[config.mk]
export PLATFORM = sky130hd
export DESIGN_NAME = dqc_dma_req_ack
export DESIGN_NICKNAME = d
export VERILOG_FILES = /design/src/dqc_pkg.sv /design/src/dqc_chan_if.sv /design/src/dqc_chan_detect.sv /design/src/dqc_dma_req_ack.sv
export SDC_FILE = /design/constraint.sdc
export NUM_CORES = 1
export LEC_CHECK = 0
export BUFFER_PORTS_ARGS = -buffer_cell sky130_fd_sc_hd__buf_2
export CORE_ASPECT_RATIO = 2
export CORE_MARGIN = 2
export CORE_UTILIZATION = 45
export DETAILED_ROUTE_END_ITERATION = 10
export GPL_TIMING_DRIVEN = 0
export PLACE_DENSITY = 0.68
export SYNTH_ARGS = -nofsm -noshare
export SYNTH_HDL_FRONTEND = slang
export SYNTH_SLANG_ARGS = --single-unit
[constraint.sdc]
create_clock -name mclk_in -period 2.1 [get_ports mclk_in]
set_input_delay 0.525 -clock mclk_in [delete_from_list [all_inputs] [get_ports mclk_in]]
set_output_delay 0.525 -clock mclk_in [all_outputs]
set_load 0.01 [all_outputs]
[src/dqc_pkg.sv]
package dqc_pkg;

    localparam int NUM_CHAN = 4;
    localparam int NUM_PIN_SET = 2;
    localparam int ADDR_W = 8;

    // Register byte offsets; each per-channel bank holds one word per channel.
    localparam logic [7:0] CFG_BASE = 8'h00;
    localparam logic [7:0] CTRL_BASE = 8'h10;
    localparam logic [7:0] STATE_BASE = 8'h20;
    localparam logic [7:0] IRQ_STAT_OFS = 8'h30;
    localparam logic [7:0] IRQ_EN_OFS = 8'h34;
    localparam logic [7:0] BANK_MASK = 8'hF0;

    // Channel configuration field positions.
    localparam int BIT_REQ_SIDE = 3;
    localparam int BIT_LOW_EDGE = 4;
    localparam int BIT_HIGH_SIDE = 5;
    localparam int BIT_LEVEL_SENSE = 6;
    localparam int BIT_ACK_MODE_LO = 8;
    localparam int BIT_INVALID_POLICY = 11;
    localparam int BIT_NEXT_SET = 22;
    localparam int BIT_DONE_MASK = 24;
    localparam int BIT_TC_MASK = 25;
    localparam int BIT_DESCR_MASK = 26;
    localparam int BIT_SET_TOGGLE = 29;

    // Channel control and channel state field positions.
    localparam int BIT_SOFT_CLEAR = 0;
    localparam int BIT_ST_DESCR_ERR = 0;
    localparam int BIT_ST_REQ = 1;
    localparam int BIT_ST_ACK = 2;

    // Interrupt status layout: completion events low, descriptor errors above.
    localparam int IRQ_DONE_LO = 0;
    localparam int IRQ_ERR_LO = 4;

    // Reset values.
    localparam logic [31:0] CFG_RESET = 32'h0000_0000;
    localparam logic [7:0] IRQ_EN_RESET = 8'h00;

    // Acknowledge output modes.
    localparam logic [2:0] ACK_PULSE = 3'h0;
    localparam logic [2:0] ACK_LEVEL = 3'h1;

endpackage

[src/dqc_chan_if.sv]
`timescale 1ns/1ps
`default_nettype none

interface dqc_chan_if;
    logic level_sense_sel;
    logic low_edge_enable;
    logic high_side_enable;
    logic [2:0] ack_output_mode;
    logic pin_trig;
    logic req_raw;
    logic bus_cycle;
    logic req_det;
    logic ack;

    modport ctrl (output level_sense_sel, low_edge_enable, high_side_enable, ack_output_mode, pin_trig,
                  req_raw, bus_cycle, input req_det, ack);
    modport chan (input level_sense_sel, low_edge_enable, high_side_enable, ack_output_mode, pin_trig,
                  req_raw, bus_cycle, output req_det, ack);
endinterface

`default_nettype wire

[src/dqc_chan_detect.sv]
`timescale 1ns/1ps
`default_nettype none

module dqc_chan_detect
    import dqc_pkg::*;
(
    // Clock and reset.
    input wire logic mclk_in,
    input wire logic rstn_in,
    // Channel link.
    dqc_chan_if.chan ch
);

    logic req_prev_q, req_prev_d;
    logic cyc_prev_q, cyc_prev_d;
    logic det_q, det_d;
    logic ack_q, ack_d;

    always_comb begin
        logic rise;
        logic fall;
        logic cyc_start;
        rise = ch.req_raw & ~req_prev_q;
        fall = ~ch.req_raw & req_prev_q;
        cyc_start = ch.bus_cycle & ~cyc_prev_q;
        req_prev_d = ch.req_raw;
        cyc_prev_d = ch.bus_cycle;
        if (ch.level_sense_sel) begin
            det_d = (ch.high_side_enable & ch.req_raw) | (ch.low_edge_enable & ~ch.req_raw);
        end else begin
            det_d = (ch.high_side_enable & rise) | (ch.low_edge_enable & fall);
        end
        // Interrupt-style triggers never drive the acknowledge pin.
        if (!ch.pin_trig || ch.ack_output_mode[2]) begin
            ack_d = 1'b0;
        end else if (ch.ack_output_mode[1]) begin
            ack_d = ch.bus_cycle;
        end else if (ch.ack_output_mode == ACK_LEVEL) begin
            ack_d = cyc_start | (ack_q & ch.req_raw);
        end else begin
            ack_d = cyc_start;
        end
    end

    always_ff @(posedge mclk_in or negedge rstn_in) begin
        if (!rstn_in) begin
            req_prev_q <= 1'b0;
            cyc_prev_q <= 1'b0;
            det_q <= 1'b0;
            ack_q <= 1'b0;
        end else begin
            req_prev_q <= req_prev_d;
            cyc_prev_q <= cyc_prev_d;
            det_q <= det_d;
            ack_q <= ack_d;
        end
    end

    assign ch.req_det = det_q;
    assign ch.ack = ack_q;

endmodule // dqc_chan_detect

`default_nettype wire

[src/dqc_dma_req_ack.sv]
`timescale 1ns/1ps
`default_nettype none

module dqc_dma_req_ack
    import dqc_pkg::*;
(
    // Clock and reset.
    input wire logic mclk_in,
    input wire logic rstn_in,
    // Avalon-MM slave.
    input wire logic [ADDR_W-1:0] avs_address_in,
    input wire logic avs_read_in,
    input wire logic avs_write_in,
    input wire logic [31:0] avs_writedata_in,
    input wire logic [3:0] avs_byteenable_in,
    output logic [31:0] avs_readdata_out,
    output logic avs_waitrequest_out,
    // External pins, active low.
    input wire logic [NUM_PIN_SET-1:0] xfer_request_n_in,
    output logic [NUM_PIN_SET-1:0] xfer_ack_n_out,
    output logic [NUM_PIN_SET-1:0] terminal_count_n_out,
    output logic realtime_ack_n_out,
    // Trigger side, same clock.
    input wire logic [NUM_CHAN-1:0] periph_req_in,
    input wire logic [NUM_CHAN-1:0] pin_trig_sel_in,
    // Transfer engine side, same clock.
    input wire logic [NUM_CHAN-1:0] bus_cycle_in,
    input wire logic [NUM_CHAN-1:0] xact_done_in,
    input wire logic [NUM_CHAN-1:0] descr_fetch_in,
    input wire logic [NUM_CHAN-1:0] link_valid_flag_in,
    output logic [NUM_CHAN-1:0] xfer_req_out,
    output logic [NUM_CHAN-1:0] req_from_dest_out,
    output logic [NUM_CHAN-1:0] next_set_pick_out,
    output logic [NUM_CHAN-1:0] chan_halt_out,
    // Interrupts.
    output logic [NUM_CHAN-1:0] xfer_done_irq_out,
    output logic [NUM_CHAN-1:0] descr_error_irq_out,
    output logic irq_out
);

    ////////////////////////////////////////////////////////////////////////////////
    // Address decode helpers.

    function automatic logic bank_hit(input logic [ADDR_W-1:0] addr, input logic [7:0] base);
        bank_hit = ((addr & BANK_MASK) == base) && (addr[1:0] == 2'h0);
    endfunction

    function automatic logic [31:0] merge_bytes(input logic [31:0] old, input logic [31:0] wd,
                                                input logic [3:0] be);
        logic [31:0] res;
        res = old;
        for (int b = 0; b < 4; b++) begin
            if (be[b]) begin
                res[b*8 +: 8] = wd[b*8 +: 8];
            end
        end
        merge_bytes = res;
    endfunction

    ////////////////////////////////////////////////////////////////////////////////
    // Pin request synchronisers: three stages, a change counts once stages two and three agree.

    logic [NUM_PIN_SET-1:0] pin_s1_q, pin_s2_q, pin_s3_q, pin_filt_q;
    logic [NUM_PIN_SET-1:0] pin_s1_d, pin_s2_d, pin_s3_d, pin_filt_d;

    always_comb begin
        pin_s1_d = ~xfer_request_n_in;
        pin_s2_d = pin_s1_q;
        pin_s3_d = pin_s2_q;
        // A glitch shorter than two clocks never reaches the filtered value.
        pin_filt_d = pin_filt_q;
        for (int p = 0; p < NUM_PIN_SET; p++) begin
            if (pin_s2_q[p] == pin_s3_q[p]) begin
                pin_filt_d[p] = pin_s3_q[p];
            end
        end
    end

    always_ff @(posedge mclk_in or negedge rstn_in) begin
        if (!rstn_in) begin
            pin_s1_q <= '0;
            pin_s2_q <= '0;
            pin_s3_q <= '0;
            pin_filt_q <= '0;
        end else begin
            pin_s1_q <= pin_s1_d;
            pin_s2_q <= pin_s2_d;
            pin_s3_q <= pin_s3_d;
            pin_filt_q <= pin_filt_d;
        end
    end

    ////////////////////////////////////////////////////////////////////////////////
    // Bus slave: one wait cycle per access, then the access completes.

    logic bus_ack_q, bus_ack_d;
    logic [31:0] rdata_q, rdata_d;
    logic wr_go;
    logic [31:0] cfg_q [NUM_CHAN];
    logic [31:0] cfg_d [NUM_CHAN];
    logic [NUM_CHAN-1:0] derr_q, derr_d;
    logic [7:0] istat_q, istat_d;
    logic [7:0] ien_q, ien_d;
    logic [NUM_CHAN-1:0] det_w, ack_w;
    logic [1:0] ch_idx;

    assign ch_idx = avs_address_in[3:2];
    assign avs_waitrequest_out = (avs_read_in | avs_write_in) & ~bus_ack_q;
    assign wr_go = avs_write_in & bus_ack_q;
    assign avs_readdata_out = rdata_q;
    // A request still held after its completing edge counts as a new access.
    // The master must therefore drop read or write at that edge.
    // Read data stay in place until the next read.

    always_comb begin
        // The answer flop alternates while a request stands, giving one wait cycle per access.
        bus_ack_d = (avs_read_in | avs_write_in) & ~bus_ack_q;
        rdata_d = rdata_q;
        if (bus_ack_d && avs_read_in) begin
            rdata_d = 32'h0000_0000;
            if (bank_hit(avs_address_in, CFG_BASE)) begin
                rdata_d = cfg_q[ch_idx];
            end else if (bank_hit(avs_address_in, STATE_BASE)) begin
                rdata_d[BIT_ST_DESCR_ERR] = derr_q[ch_idx];
                rdata_d[BIT_ST_REQ] = det_w[ch_idx];
                rdata_d[BIT_ST_ACK] = ack_w[ch_idx];
            end else if (avs_address_in == IRQ_STAT_OFS) begin
                rdata_d[7:0] = istat_q;
            end else if (avs_address_in == IRQ_EN_OFS) begin
                rdata_d[7:0] = ien_q;
            end
        end
    end

    always_ff @(posedge mclk_in or negedge rstn_in) begin
        if (!rstn_in) begin
            bus_ack_q <= 1'b0;
            rdata_q <= 32'h0000_0000;
        end else begin
            bus_ack_q <= bus_ack_d;
            rdata_q <= rdata_d;
        end
    end

    ////////////////////////////////////////////////////////////////////////////////
    // Channel configuration, descriptor error state and event outputs.

    logic [NUM_CHAN-1:0] done_irq_q, done_irq_d;
    logic [NUM_CHAN-1:0] err_irq_q, err_irq_d;
    logic [NUM_PIN_SET-1:0] tc_q, tc_d;
    logic [NUM_CHAN-1:0] bad_descr;

    assign bad_descr = descr_fetch_in & ~link_valid_flag_in;

    always_comb begin
        for (int n = 0; n < NUM_CHAN; n++) begin
            cfg_d[n] = cfg_q[n];
            // Byte lanes let software change one field group without a read-modify-write.
            if (wr_go && bank_hit(avs_address_in, CFG_BASE) && ch_idx == n[1:0]) begin
                cfg_d[n] = merge_bytes(cfg_q[n], avs_writedata_in, avs_byteenable_in);
            end
            // Register-set swap after completion only when enabled.
            if (xact_done_in[n] && cfg_q[n][BIT_SET_TOGGLE]) begin
                cfg_d[n][BIT_NEXT_SET] = ~cfg_d[n][BIT_NEXT_SET];
            end
            // Soft clear releases a channel halted by a bad descriptor.
            derr_d[n] = derr_q[n];
            if (wr_go && bank_hit(avs_address_in, CTRL_BASE) && ch_idx == n[1:0] && avs_byteenable_in[0]
                && avs_writedata_in[BIT_SOFT_CLEAR]) begin
                derr_d[n] = 1'b0;
            end
            // A new error in the clearing cycle wins.
            if (bad_descr[n] && !cfg_q[n][BIT_INVALID_POLICY]) begin
                derr_d[n] = 1'b1;
            end
            // Completion and error pulses last one cycle and reach the sticky status bits a cycle later.
            done_irq_d[n] = xact_done_in[n] & ~cfg_q[n][BIT_DONE_MASK];
            err_irq_d[n] = bad_descr[n] & ~cfg_q[n][BIT_DESCR_MASK];
        end
        // Only channels with a pin set drive a terminal count pin.
        for (int p = 0; p < NUM_PIN_SET; p++) begin
            tc_d[p] = xact_done_in[p] & ~cfg_q[p][BIT_TC_MASK];
        end
    end

    always_ff @(posedge mclk_in or negedge rstn_in) begin
        if (!rstn_in) begin
            for (int n = 0; n < NUM_CHAN; n++) begin
                cfg_q[n] <= CFG_RESET;
            end
            derr_q <= '0;
            done_irq_q <= '0;
            err_irq_q <= '0;
            tc_q <= '0;
        end else begin
            for (int n = 0; n < NUM_CHAN; n++) begin
                cfg_q[n] <= cfg_d[n];
            end
            derr_q <= derr_d;
            done_irq_q <= done_irq_d;
            err_irq_q <= err_irq_d;
            tc_q <= tc_d;
        end
    end

    ////////////////////////////////////////////////////////////////////////////////
    // Interrupt status, enable and summary output.

    always_comb begin
        istat_d = istat_q;
        ien_d = ien_q;
        if (wr_go && avs_address_in == IRQ_STAT_OFS && avs_byteenable_in[0]) begin
            istat_d = istat_q & ~avs_writedata_in[7:0];
        end
        if (wr_go && avs_address_in == IRQ_EN_OFS && avs_byteenable_in[0]) begin
            ien_d = avs_writedata_in[7:0];
        end
        // Events are merged after the clear, so an event arriving with a clear write survives.
        // Software that clears a bit in that cycle therefore still sees the new event.
        istat_d[IRQ_DONE_LO +: NUM_CHAN] = istat_d[IRQ_DONE_LO +: NUM_CHAN] | done_irq_q;
        istat_d[IRQ_ERR_LO +: NUM_CHAN] = istat_d[IRQ_ERR_LO +: NUM_CHAN] | err_irq_q;
    end

    always_ff @(posedge mclk_in or negedge rstn_in) begin
        if (!rstn_in) begin
            istat_q <= 8'h00;
            ien_q <= IRQ_EN_RESET;
        end else begin
            istat_q <= istat_d;
            ien_q <= ien_d;
        end
    end

    ////////////////////////////////////////////////////////////////////////////////
    // Per-channel request detection and acknowledge generation.

    genvar g;
    generate
        for (g = 0; g < NUM_CHAN; g++) begin : g_chan
            dqc_chan_if chif ();
            assign chif.level_sense_sel = cfg_q[g][BIT_LEVEL_SENSE];
            assign chif.low_edge_enable = cfg_q[g][BIT_LOW_EDGE];
            assign chif.high_side_enable = cfg_q[g][BIT_HIGH_SIDE];
            assign chif.ack_output_mode = cfg_q[g][BIT_ACK_MODE_LO +: 3];
            assign chif.bus_cycle = bus_cycle_in[g];
            // Channels without a pin set never drive an acknowledge pin.
            if (g < NUM_PIN_SET) begin : g_pin
                assign chif.pin_trig = pin_trig_sel_in[g];
                assign chif.req_raw = pin_trig_sel_in[g] ? pin_filt_q[g] : periph_req_in[g];
            end else begin : g_nopin
                assign chif.pin_trig = 1'b0;
                assign chif.req_raw = periph_req_in[g];
            end
            assign det_w[g] = chif.req_det;
            assign ack_w[g] = chif.ack;
            dqc_chan_detect u_det (
                .mclk_in(mclk_in),
                .rstn_in(rstn_in),
                .ch(chif.chan)
            );
        end
    endgenerate

    ////////////////////////////////////////////////////////////////////////////////
    // Outputs.

    always_comb begin
        for (int n = 0; n < NUM_CHAN; n++) begin
            req_from_dest_out[n] = cfg_q[n][BIT_REQ_SIDE];
            next_set_pick_out[n] = cfg_q[n][BIT_NEXT_SET];
        end
    end

    // A halted channel passes no further requests to the transfer engine.
    assign xfer_req_out = det_w & ~chan_halt_out;
    assign chan_halt_out = derr_q;
    assign xfer_ack_n_out = ~ack_w[NUM_PIN_SET-1:0];
    assign terminal_count_n_out = ~tc_q;
    // The real-time channel lies outside this block.
    // Its acknowledge pin is held inactive so that an attached device never sees a false answer.
    assign realtime_ack_n_out = 1'b1;
    assign xfer_done_irq_out = done_irq_q;
    assign descr_error_irq_out = err_irq_q;
    assign irq_out = |(istat_q & ien_q);

endmodule // dqc_dma_req_ack

`default_nettype wire

==> results of run 1 <==
## what timing repair did
item	in CTS	in global routing
buffers inserted	1	3
endpoints found under the setup margin	45	75
gates resized for setup	3	11
pin swaps	1	2
## critical path, stage by stage
cell and delay [ns]:
sky130_fd_sc_hd__buf_2 0.11, sky130_fd_sc_hd__or4_4 0.54, sky130_fd_sc_hd__buf_6 0.16, sky130_fd_sc_hd__nor3_1 0.13, sky130_fd_sc_hd__buf_4 0.22, sky130_fd_sc_hd__nand3_2 0.33, sky130_fd_sc_hd__mux2_2 0.40
## kinds of logic (layout without fill, tap and decap cells)
group | count (synthesis) | in the layout | share of synthesized area (%)
DFF | 211 | 211 | 58.4
adders and majority gates | 2 | 2 | 0.221
AOI/OAI and AO/OA | 62 | 62 | 5.17
other | 1 | 1 | 0.0414
xor gates and xnor gates | 8 | 8 | 0.774
muxes | 184 | 184 | 26.7
buffers and inverters | 49 | 219 | 2.61
and+or+nand+nor | 103 | 103 | 6.07
## metrics by stage
stage	cell area (sq um)	setup WS, ns	hold WS [ns]
after detailed placement	10100	-0.668	0.341
after floorplan	9110	-0.159	0.229
after CTS	10800	-0.0745	0.0574
final	10900	0.0457	0.00948
after global routing	10900	-0.0205	0.0773
after global placement	10100	-2.73	0.332
## power groups by stage
stage / combinational (mW) / clock, mW / sequential [mW]
2_1_floorplan: 0.285 / 0 / 4.27
3_3_place_gp: 0.569 / 0 / 4.28
3_5_place_dp: 0.594 / 0 / 4.29
4_1_cts: 0.597 / 3.77 / 4.21
5_1_grt: 0.662 / 3.93 / 4.22
6_report: 0.602 / 3.71 / 4.21
## state kept, by name, summed over array words and instances (netlist names)
| name | flops |
|---|---|
| chan_halt_out | 4 |
| tc_q | 2 |
| cfg_q | 120 |
| pin_s3_q | 2 |
| pin_s1_q | 2 |
| avs_readdata_out | 32 |
| next_set_pick_out | 4 |
| ien_q | 8 |
| g_chan.u_det.ch.req_det | 4 |
| g_chan.u_det.req_prev_q | 4 |
| req_from_dest_out | 4 |
| g_chan.u_det.ch.ack | 2 |
| g_chan.u_det.cyc_prev_q | 2 |
| xfer_done_irq_out | 4 |
| istat_q | 8 |
| pin_s2_q | 2 |
| pin_filt_q | 2 |
| bus_ack_q | 1 |
| descr_error_irq_out | 4 |
## cell type report
cell class,instances,area [sq um]
Timing Repair Buffer,134,713
Fill cell,1678,8950
Clock buffer,29,606
Tap cell,262,328
Buffer,38,210
Inverter,11,41.3
Multi-Input combinational cell,360,3620
Sequential cell,211,5280
Clock inverter,7,68.8
## how the worst min path moves through the flow
stage | to | slack [ns]
floorplan | avs_readdata_out[0] | 0.23
global placement | pin_s2_q[0] | 0.33
detailed placement | pin_s2_q[0] | 0.34
CTS | pin_s3_q[0] | 0.06
global route | pin_s3_q[0] | 0.08
finish | pin_s3_q[0] | 0.009
## routing by layer
metal	up-vias	routed length, um	track usage, %
met5	-	0	0
met4	0	983	9.41
met1	3059	8230	24.0
li1	2577	-	-
met2	165	12900	41.9
met3	49	978	3.09
## layout by cell type (no fill, tap or decap), types with 5 or more instances in the layout
cell,instances
sky130_fd_sc_hd__clkbuf_8,5
sky130_fd_sc_hd__nand3_2,9
sky130_fd_sc_hd__buf_4,14
sky130_fd_sc_hd__a22oi_1,12
sky130_fd_sc_hd__buf_2,131
sky130_fd_sc_hd__mux2_2,130
sky130_fd_sc_hd__nor2_1,19
sky130_fd_sc_hd__xor2_1,6
sky130_fd_sc_hd__nor3_1,7
sky130_fd_sc_hd__inv_1,11
sky130_fd_sc_hd__clkbuf_1,17
sky130_fd_sc_hd__o21ai_0,10
sky130_fd_sc_hd__nand2_1,20
sky130_fd_sc_hd__nand2b_1,9
sky130_fd_sc_hd__clkbuf_16,21
sky130_fd_sc_hd__mux4_2,33
sky130_fd_sc_hd__nor2b_1,13
sky130_fd_sc_hd__dfrtp_1,210
sky130_fd_sc_hd__a21o_1,8
sky130_fd_sc_hd__mux2i_1,18
sky130_fd_sc_hd__a22o_1,24
sky130_fd_sc_hd__and3_1,5
sky130_fd_sc_hd__nand4_1,5
==> flow_summary.rst, run 1 <==
.. list-table::
   :header-rows: 1

   * - Metric
     - Value
   * - Startpoint kind of the worst setup timing path
     - primary input
   * - Run status
     - finished, final reports clean
   * - Worst Setup SP
     - avs_address_in[1]
   * - Dominant cells by area after synthesis
     - sky130_fd_sc_hd__dfrtp_1 58%, sky130_fd_sc_hd__mux2_2 16%, sky130_fd_sc_hd__mux4_2 8.2%, sky130_fd_sc_hd__a22o_1 2.3%, sky130_fd_sc_hd__mux2i_1 2.1%
   * - Worst relative slew slack
     - 44.8%
   * - Worst flop-to-flop path endpoint
     - next_set_pick_out[0]
   * - Cell with the most instances after synthesis
     - sky130_fd_sc_hd__dfrtp_1
   * - Setup total negative slack
     - 0 ns
   * - Seq pwr share
     - 49.4%
   * - Syn Std Cell Area
     - 9050 sq um
   * - Fraction of final layout cells sized beyond drive strength 1
     - 46.7%
   * - Number of placement rows
     - 73
   * - Type of the tightest min-delay check
     - primary input to asynchronous set/reset pin
   * - Antenna diode count
     - 0
   * - Aggregate global-route resource usage
     - between 20 and 25%
   * - Quantity of I/O buffers inserted on ports
     - approximately 130
   * - Starting DRC count in detailed routing
     - between 200 and 250
   * - Routed length per instance
     - 21.9 um
   * - Maximum count of clock buffers along a single path
     - 3
   * - Peak fanout along the critical path
     - 9
   * - Critical path data required time
     - ~2.5 ns
   * - Max rail drop VDD
     - 0.561 mV
   * - I/O Pins
     - 137
   * - Syn Inst Count
     - 620
   * - Detailed placement HPWL
     - 16700 um
   * - Share of power burned in combinational logic
     - roughly 7%
   * - Global-route wire length before repair
     - 36200 um
   * - Power Internal
     - 6.54 mW
   * - Core area
     - 19800 sq um
   * - Critical Path End Type
     - flop
   * - RSZ-0062 raised after global routing
     - true
   * - Worst-path clk slew
     - 0.07 ns
   * - Insertion delay to the later sink of the worst-skew pair
     - around 0.50 ns
   * - NetSw
     - 1.99 mW
   * - Area growth, synth to finish
     - 20.2%
   * - Synth cell count leaders
     - 211 x sky130_fd_sc_hd__dfrtp_1, 130 x sky130_fd_sc_hd__mux2_2, 33 x sky130_fd_sc_hd__mux4_2, 24 x sky130_fd_sc_hd__a22o_1, 23 x sky130_fd_sc_hd__nand2_1
   * - Cell variety after synth
     - 38
   * - Leakage power summed over all cells
     - between 5 and 6 nW
   * - Skew final
     - 0.0127 ns
   * - Max-capacitance violation count
     - 0
   * - Final ANT Viol Nets
     - 0
   * - DIE HEIGHT
     - 205 um
   * - Maximum level of the CTS H-tree
     - 1
   * - Worst-case register-to-register setup slack
     - ~0.06 ns
   * - Most used flip-flop cell after synthesis
     - sky130_fd_sc_hd__dfrtp_1
   * - Largest net degree at the start of global routing
     - approximately 130
   * - Hold bufs inserted after CTS
     - 0
   * - Fraction of registers with async set/reset
     - 100%
   * - Initial core utilization
     - 45.6%
   * - Cell at the root of the clock tree
     - sky130_fd_sc_hd__clkbuf_16
   * - Final cell count without fillers
     - 1052
   * - Library cell occupying the most area in the post-synthesis netlist
     - sky130_fd_sc_hd__dfrtp_1
   * - Final setup violation count
     - 0
   * - Cell Pwr Density
     - between 700 and 800 nW/um^2
   * - Final cell utilization of the core
     - 54.9%
   * - Setup crit end
     - cfg_q[0]
   * - Clock network fraction of design power
     - 43.5%
   * - Syn_area_per_cell
     - roughly 15 sq um
   * - Net count reported at finish
     - 850
   * - Global placement routability congestion
     - about 0.87
   * - Actual transition at the worst max-transition pin
     - 0.828 ns
   * - FF+latch count, synth
     - 211
   * - CP Data Arrival Time
     - 2.42 ns
   * - Count of vias placed by the detailed router
     - between 5000 and 6000
   * - R2r worst-path depth
     - 5
   * - Area enclosed by the die boundary
     - 21300 sq um
   * - Yosys warning total
     - 0
   * - Min cycle time layout
     - 2.05 ns
   * - Number of pins exceeding their max-slew limit in the final report
     - 0
   * - Share of the cycle needed by the critical path after routing
     - 97.8%
   * - Detail-routed via count per cell
     - 5.56
   * - Post-Syn Nets
     - 694
   * - Count of placed standard cells including taps
     - 1012
   * - Length of the first detailed-routing pass in iterations
     - 4
   * - Switching share of power
     - 23.3%
   * - Share of Yosys cell area claimed by the top area cell type
     - 58.4%
   * - DRC violations left
     - 0
   * - Register area share after synthesis
     - 58.4%
   * - Final hold violation count
     - 0
   * - Width of the chip
     - 104 um
   * - Total clock buffers created by CTS
     - 20
   * - Post-Route WL
     - approximately 23000 um
   * - TritonCTS clock tree
     - done
   * - FMAX
     - 0.487 GHz
   * - Start-to-end type of the worst setup path
     - primary input to flop
   * - Number of sinks handled by clock tree synthesis
     - 211
   * - Antenna violations before repair
     - 0
   * - PnR Total Power
     - about 8.5 mW
   * - Via count of the first global-routing pass
     - ~6600
   * - Number of enable flip-flop cells after synthesis
     - 0
   * - Total gr overflow
     - 0
   * - Start of the worst register-to-register path
     - bus_ack_q
No activity file was read; power rests on OpenSTA's default activity.
==> inputs of run 2 (changes only) <==
Settings changed: SYNTH_HIERARCHICAL set to 1.
Clock period 2.1 ns to 1.68 ns, I/O delays scaled along.
==> run 2 against run 1 <==
  * The run now ends with negative setup slack left
  * Clock-buffer cell count unchanged
  * Largest power group unchanged
  * Setup slack worse by 0.18 ns
  * Routed wire length grew 4.3%
  * Register-to-register slack got worse by 0.04 ns
  * Non-clock buffer count grew 23
  * Cell count rose by 4.1%
  * Sequential cell count up 4
  * Worst hold slack improved by 0.038 ns
  * Cell area up 9.1%
==> flow_summary.rst, run 2 <==
.. list-table::
   :header-rows: 1

   * - Metric
     - Value
   * - Insertion delay to the later sink of the worst-skew pair
     - 0.50 ns (about the same)
   * - Violations in the final reports
     - negative setup slack
   * - Peak fanout along the critical path
     - 2 (-7)
   * - Width of the chip
     - 105 um (+1.1%)
   * - Register area share after synthesis
     - 58.1% (-0.27 points)
   * - DRC violations left
     - 0 (unchanged)
   * - Skew final
     - 0.0113 ns (-0.00144 ns)
   * - Startpoint kind of the worst setup timing path
     - flop
   * - Share of the cycle needed by the critical path after routing
     - 108%
   * - Critical path data required time
     - 1.26 ns (-1.21 ns)
   * - Max-capacitance violation count
     - 0 (unchanged)
   * - Yosys warning total
     - 6 (+6)
   * - Max rail drop VDD
     - 1.01 mV (+80%)
   * - Fraction of registers with async set/reset
     - 100% (unchanged)
   * - Most used flip-flop cell after synthesis
     - sky130_fd_sc_hd__dfrtp_1
   * - Post-Route WL
     - 24100 um (+4.3%)
   * - DIE HEIGHT
     - 207 um (+1.2%)
   * - TritonCTS clock tree
     - done
   * - Start-to-end type of the worst setup path
     - flop to output pin
   * - Antenna violations before repair
     - 1 (+1)
   * - Via count of the first global-routing pass
     - 6624 (+1.0%)
   * - Net count reported at finish
     - 889 (+4.6%)
   * - Quantity of I/O buffers inserted on ports
     - 131 (+1.6%)
   * - Maximum level of the CTS H-tree
     - 1 (unchanged)
   * - Detailed placement HPWL
     - 17100 um (+2.4%)
   * - Library cell occupying the most area in the post-synthesis netlist
     - sky130_fd_sc_hd__dfrtp_1
   * - Top library cells by usage in the layout, fill and taps aside
     - 212 x sky130_fd_sc_hd__dfrtp_1, 130 x sky130_fd_sc_hd__buf_2, 93 x sky130_fd_sc_hd__mux2_2
   * - I/O Pins
     - 137 (unchanged)
   * - Routed length per instance
     - 22.0 um (+0.23%)
   * - FMAX
     - 0.551 GHz
   * - Cell variety after synth
     - 39 (+2.6%)
   * - PnR Total Power
     - 11.0 mW (+29%)
   * - Total gr overflow
     - 0 (unchanged)
   * - Length of the first detailed-routing pass in iterations
     - 4 (unchanged)
   * - Number of placement rows
     - 74 (+1.4%)
   * - Cell at the root of the clock tree
     - sky130_fd_sc_hd__clkbuf_16
   * - Number of pins exceeding their max-slew limit in the final report
     - 0 (unchanged)
   * - FF+latch count, synth
     - 215 (+1.9%)
   * - Fraction of final layout cells sized beyond drive strength 1
     - 52.9% (+6.2 points)
   * - Count of vias placed by the detailed router
     - 6094 (+4.2%)
   * - Min cycle time layout
     - 1.81 ns
   * - Fill cell total of the finished layout
     - 1582 (-5.7%)
   * - Final WS setup
     - -0.135 ns (-0.180 ns)
   * - Worst relative slew slack
     - 56.2% (+11 points)
   * - Area enclosed by the die boundary
     - 21800 sq um (+2.3%)
   * - Starting DRC count in detailed routing
     - 312 (+27%)
   * - Aggregate global-route resource usage
     - 22.5% (+0.49 points)
   * - Max FFs per register
     - 120 (unchanged)
   * - Share of Yosys cell area claimed by the top area cell type
     - 58.1% (-0.27 points)
   * - Run status
     - complete, but fails checks
   * - CP Data Arrival Time
     - 1.39 ns (-1.03 ns)
   * - RSZ-0062 raised after global routing
     - true
   * - Maximum count of clock buffers along a single path
     - 3 (unchanged)
   * - Largest net degree at the start of global routing
     - 123 (-3.9%)
   * - Syn Inst Count
     - 631 (+1.8%)
   * - Initial core utilization
     - 45.7% (about the same)
   * - Global-route wire length before repair
     - 37700 um (+4.2%)
   * - Cell with the most instances after synthesis
     - sky130_fd_sc_hd__dfrtp_1
   * - Final setup violation count
     - 33 (+33)
   * - Largest Register
     - cfg_q
   * - Total clock buffers created by CTS
     - 20 (unchanged)
   * - Cell Pwr Density
     - 926 nW/um^2 (+18%)
   * - Type of the tightest min-delay check
     - primary input to flop
   * - Worst-path clk slew
     - 0.07 ns (about the same)
   * - Most frequent standard cell in the layout excluding fill and tap cells
     - sky130_fd_sc_hd__dfrtp_1
   * - Dominant cells by area after synthesis
     - sky130_fd_sc_hd__dfrtp_1 58%, sky130_fd_sc_hd__mux2_2 17%, sky130_fd_sc_hd__mux4_2 8.3%, sky130_fd_sc_hd__a22o_1 2.3%, sky130_fd_sc_hd__mux2i_1 1.2%
   * - Syn Std Cell Area
     - 9260 sq um (+2.4%)
   * - Number of enable flip-flop cells after synthesis
     - 0 (unchanged)
   * - Core area
     - 20300 sq um (+2.3%)
   * - Final hold violation count
     - 0 (unchanged)
   * - Critical Path End Type
     - output pin
   * - Leakage power summed over all cells
     - 5.76 nW (+6.0%)
   * - Final ANT Viol Nets
     - 0 (unchanged)
   * - Number of sinks handled by clock tree synthesis
     - 215 (+1.9%)
   * - Synth cell count leaders
     - 215 x sky130_fd_sc_hd__dfrtp_1, 139 x sky130_fd_sc_hd__mux2_2, 34 x sky130_fd_sc_hd__mux4_2, 25 x sky130_fd_sc_hd__nand2_1, 24 x sky130_fd_sc_hd__a22o_1
   * - Worst Hold Margin
     - 0.0470 ns (+0.0376 ns)
   * - Detail-routed via count per cell
     - 5.57 (about the same)
   * - Actual transition at the worst max-transition pin
     - 0.657 ns (-0.171 ns)
   * - Global placement routability congestion
     - 0.852 (-2.4%)
   * - Area growth, synth to finish
     - 28.0%
   * - Syn_area_per_cell
     - 14.7 sq um (+0.58%)
run 2: final cells by class:
class | count | area [sq um] | share of cell area, %
clock buffers | 29 | 606 | 5.11
diodes | 1 | 2.50 | 0.0211
multi-input cells | 369 | 4050 | 34.2
plain buffers | 30 | 241 | 2.04
well taps | 266 | 333 | 2.81
repair buffers | 165 | 1100 | 9.28
clock inverters | 6 | 86.3 | 0.728
inverters | 14 | 52.6 | 0.443
flip-flops and latches | 215 | 5380 | 45.4
run 2: metal layers:
metal | GRT usage [%] | part of all wire, % | wire length [um]
met5 | 0 | 0 | 0
met3 | 2.79 | 4.1 | 981
met4 | 10.1 | 3.7 | 879
met2 | 41.0 | 55 | 13300
met1 | 26.4 | 37 | 8930
run 2: worst max-delay path, stage by stage (launching register included):
cell                      delay (ns)
sky130_fd_sc_hd__dfrtp_1        0.40
sky130_fd_sc_hd__a22oi_2        0.24
sky130_fd_sc_hd__nand4_1        0.11
sky130_fd_sc_hd__buf_2          0.16
run 2: kinds of logic (layout without fill, tap and decap cells):
group | count (synthesis) | in the layout | share of synthesized area (%)
other | 2 | 4 | 0.0811
adder cells (fa/ha/maj) | 2 | 2 | 0.216
flip-flops | 215 | 215 | 58.1
XOR/XNOR | 4 | 4 | 0.378
AO/OA/AOI/OAI | 77 | 77 | 5.78
AND/OR/NAND/NOR | 99 | 99 | 6.54
multiplexers | 184 | 184 | 26.4
buffers and inverters | 48 | 244 | 2.55
run 2: final timing paths:
check / startpoint / endpoint / slack [ns] / depth (start not counted)
worst max-delay path: ien_q[4] / irq_out / -0.13 / 3
worst min-delay path: bus_cycle_in[1] / g_chan[1].u_det/cyc_prev_q / 0.05 / 1
worst max register to register: bus_ack_q / cfg_q[44] / 0.02 / 6
worst min register to register: pin_s1_q[1] / pin_s2_q[1] / 0.33 / 0
max in group asynchronous: rstn_in / xfer_done_irq_out[3] / 0.19 / 3
min in group asynchronous: rstn_in / pin_s2_q[1] / 0.47 / 2
run 2: timing repair:
item / in CTS / in global routing
setup endpoints to repair: 180 / 280
hold buffers: 1 / 0
pin swaps: 13 / 14
setup buffers: 19 / 13
hold endpoints to repair: 93 / 0
resized for setup: 40 / 27
run 2: per-stage QoR:
stage	std cells	cell area, sq um	util (%)	setup slack (ns)	setup TNS, ns
after floorplan	632	9550	-	-0.456	-42.94
after global placement	1029	10500	52.0	-3.15	-780.94
after detailed placement	1030	10600	52.2	-0.971	-115.97
after CTS	1081	11600	57.3	-0.144	-1.41
after global routing	1095	11900	58.5	-0.229	-2.28
final	1095	11900	58.5	-0.135	-0.856
run 2: where the power goes:
part	internal, mW	switching [mW]
clock network	2.82	1.98
logic	0.348	0.463
registers	5.29	0.0832
total	8.46	2.53
==> inputs of run 3 (changes only) <==
Settings changed: CORE_UTILIZATION 45 to 52, PLACE_DENSITY 0.68 to 0.77.
==> run 3 against run 2 <==
  * The run ends with negative hold slack, negative setup slack left
  * Combinational power increased by 2%
  * Critical path depth increased by 3
  * Cell count decreased by 4.9%
  * Routed wire length decreased by 3.4%
  * Highest routed layer unchanged
  * Largest cell class unchanged
  * Die area decreased by 13%
==> flow_summary.rst, run 3 (synthesis results as in run 2) <==
.. list-table::
   :header-rows: 1

   * - Metric
     - Value
   * - Largest Register
     - cfg_q
   * - FMAX
     - 0.550 GHz (-0.20%)
   * - Core area
     - 17600 sq um (-13%)
   * - Antenna diode count
     - 0 (-1)
   * - Share of the cycle needed by the critical path after routing
     - 108% (+0.21 points)
   * - Cell at the root of the clock tree
     - sky130_fd_sc_hd__clkbuf_16
   * - Routed length per instance
     - 22.3 um (+1.6%)
   * - Hold bufs inserted after CTS
     - 0 (-1)
   * - Largest net degree at the start of global routing
     - 111 (-9.8%)
   * - DIE HEIGHT
     - 193 um (-6.8%)
   * - Type of the tightest min-delay check
     - primary input to asynchronous set/reset pin
   * - Insertion delay to the later sink of the worst-skew pair
     - 0.50 ns (about the same)
   * - Leakage power summed over all cells
     - 5.76 nW (about the same)
   * - Actual transition at the worst max-transition pin
     - 0.791 ns (+0.134 ns)
   * - Final WS setup
     - -0.138 ns (-0.00359 ns)
   * - Final hold violation count
     - 43 (+43)
   * - Final setup violation count
     - 65 (+97%)
   * - Worst relative slew slack
     - 47.3% (-8.9 points)
   * - Top library cells by usage in the layout, fill and taps aside
     - 213 x sky130_fd_sc_hd__dfrtp_1, 130 x sky130_fd_sc_hd__buf_2, 73 x sky130_fd_sc_hd__mux2_2
   * - Width of the chip
     - 98.4 um (-6.7%)
   * - Setup total negative slack
     - -1.54 ns (-0.685 ns)
   * - Area enclosed by the die boundary
     - 19000 sq um (-13%)
   * - I/O Pins
     - 137 (unchanged)
   * - Most frequent standard cell in the layout excluding fill and tap cells
     - sky130_fd_sc_hd__dfrtp_1
   * - Combined area of the multi-input logic cells
     - 4140 sq um (+2.3%)
   * - Cell Pwr Density
     - 902 nW/um^2 (-2.6%)
   * - Antenna violations before repair
     - 0 (-1)
   * - Peak fanout along the critical path
     - 8 (+6)
   * - RSZ-0062 raised after global routing
     - true
   * - Max FFs per register
     - 120 (unchanged)
   * - Number of pins exceeding their max-slew limit in the final report
     - 0 (unchanged)
   * - FF/Latch Area
     - 5380 sq um (about the same)
   * - Max-capacitance violation count
     - 0 (unchanged)
   * - Detailed placement HPWL
     - 15500 um (-9.6%)
   * - Worst Hold Margin
     - -0.0470 ns (-0.0940 ns)
   * - Start of the worst register-to-register path
     - bus_ack_q
   * - Total gr overflow
     - 0 (unchanged)
   * - Via count of the first global-routing pass
     - 6331 (-4.4%)
   * - Start-to-end type of the worst setup path
     - flop to flop
   * - Max rail drop VDD
     - 0.872 mV (-14%)
   * - Aggregate global-route resource usage
     - 24.2% (+1.7 points)
   * - Starting DRC count in detailed routing
     - 267 (-14%)
   * - Length of the first detailed-routing pass in iterations
     - 4 (unchanged)
   * - Detail-routed via count per cell
     - 5.88 (+5.6%)
   * - Initial core utilization
     - 52.6% (+6.9 points)
   * - Run status
     - complete, but fails checks
   * - Fill cell total of the finished layout
     - 1224 (-23%)
   * - Post-Route WL
     - 23200 um (-3.4%)
   * - Critical Path End Type
     - flop
   * - Net count reported at finish
     - 889 (unchanged)
   * - Global-route wire length before repair
     - 35800 um (-5.0%)
   * - Final ANT Viol Nets
     - 0 (unchanged)
   * - Skew final
     - 0.0166 ns (+0.00532 ns)
   * - Startpoint kind of the worst setup timing path
     - flop
   * - CP Data Arrival Time
     - 2.23 ns (+0.84 ns)
   * - Maximum level of the CTS H-tree
     - 1 (unchanged)
   * - Violations in the final reports
     - negative hold slack, negative setup slack
   * - Number of sinks handled by clock tree synthesis
     - 215 (unchanged)
   * - Area growth, synth to finish
     - 27.7%
   * - Quantity of I/O buffers inserted on ports
     - 131 (unchanged)
   * - DRC violations left
     - 0 (unchanged)
   * - Min cycle time layout
     - 1.82 ns (+0.00359 ns)
   * - Total clock buffers created by CTS
     - 20 (unchanged)
   * - Worst Setup SP
     - bus_ack_q
   * - Worst-path clk slew
     - 0.07 ns (about the same)
   * - TritonCTS clock tree
     - done
   * - Count of vias placed by the detailed router
     - 6120 (+0.43%)
   * - Number of placement rows
     - 69 (-6.8%)
   * - Fraction of final layout cells sized beyond drive strength 1
     - 52.7% (-0.24 points)
   * - Maximum count of clock buffers along a single path
     - 3 (unchanged)
   * - Critical path data required time
     - 2.09 ns (+0.83 ns)
   * - Global placement routability congestion
     - 0.829 (-2.6%)
run 3: changes by cell type in the layout (fill, tap and decap cells not counted), moves of 3 or more:
cell,change
sky130_fd_sc_hd__mux2_4,+20
sky130_fd_sc_hd__clkbuf_1,+4
sky130_fd_sc_hd__buf_6,+3
sky130_fd_sc_hd__mux2_2,-20
run 3: metrics by stage:
step / utilization [%] / setup WS [ns] / total power [mW] / std cells / area (sq um)
final: 67.2 / -0.138 / 10.7 / 1041 / 11800
after global routing: 67.2 / -0.148 / 11.0 / 1041 / 11800
after CTS: 65.8 / -0.151 / 10.7 / 1036 / 11600
after detailed placement: 59.7 / -0.920 / 6.22 / 977 / 10500
after global placement: 59.5 / -3.30 / 6.19 / 976 / 10500
after floorplan: - / -0.456 / 5.81 / 632 / 9550
run 3: final cells by class:
cell class / instances / area share, %
plain buffers: 29 / 1.91
clock buffers: 33 / 5.25
clock inverters: 2 / 0.0846
inverters: 14 / 0.444
multi-input cells: 369 / 35.0
flip-flops and latches: 215 / 45.5
well taps: 213 / 2.25
repair buffers: 166 / 9.52
run 3: power by group:
group / internal, mW / total (mW) / switching, mW
sequential: 5.29 / 5.37 / 0.0848
clock: 2.52 / 4.47 / 1.95
combinational: 0.360 / 0.830 / 0.470
total: 8.16 / 10.7 / 2.50
run 3: what timing repair did:
item                                    CTS  global route
setup buffers                            28             8
gates resized for setup                  44            52
endpoints found under the setup margin  177           112
pin swaps                                18            16
run 3: worst max-delay path: stages (launching register included):
cell and delay [ns]:
sky130_fd_sc_hd__dfrtp_2 0.49, sky130_fd_sc_hd__buf_6 0.14, sky130_fd_sc_hd__nand3_4 0.12, sky130_fd_sc_hd__nor4_4 0.33, sky130_fd_sc_hd__buf_12 0.18, sky130_fd_sc_hd__mux2i_1 0.23
sky130_fd_sc_hd__xor2_1 0.23
run 3: layer usage:
| metal | GRT usage [%] | up-vias | wire (um) |
|---|---|---|---|
| met5 | 0 | - | 0 |
| met4 | 8.64 | 0 | 598 |
| met3 | 3.33 | 37 | 1310 |
| met2 | 39.0 | 213 | 11900 |
| met1 | 34.0 | 3186 | 9480 |
| li1 | - | 2684 | - |
run 3: path summary, 6_finish.rpt:
kind | to | slack (ns) | cells after the start
max | next_set_pick_out[3] | -0.14 | 6
min | req_from_dest_out[2] | -0.05 | 1
max reg2reg | next_set_pick_out[3] | -0.14 | 6
min reg2reg | pin_s2_q[1] | 0.35 | 0
max in group asynchronous | cfg_q[21] | 0.74 | 2
min in group mclk_in | g_chan[2].u_det/cyc_prev_q | 0.05 | 1
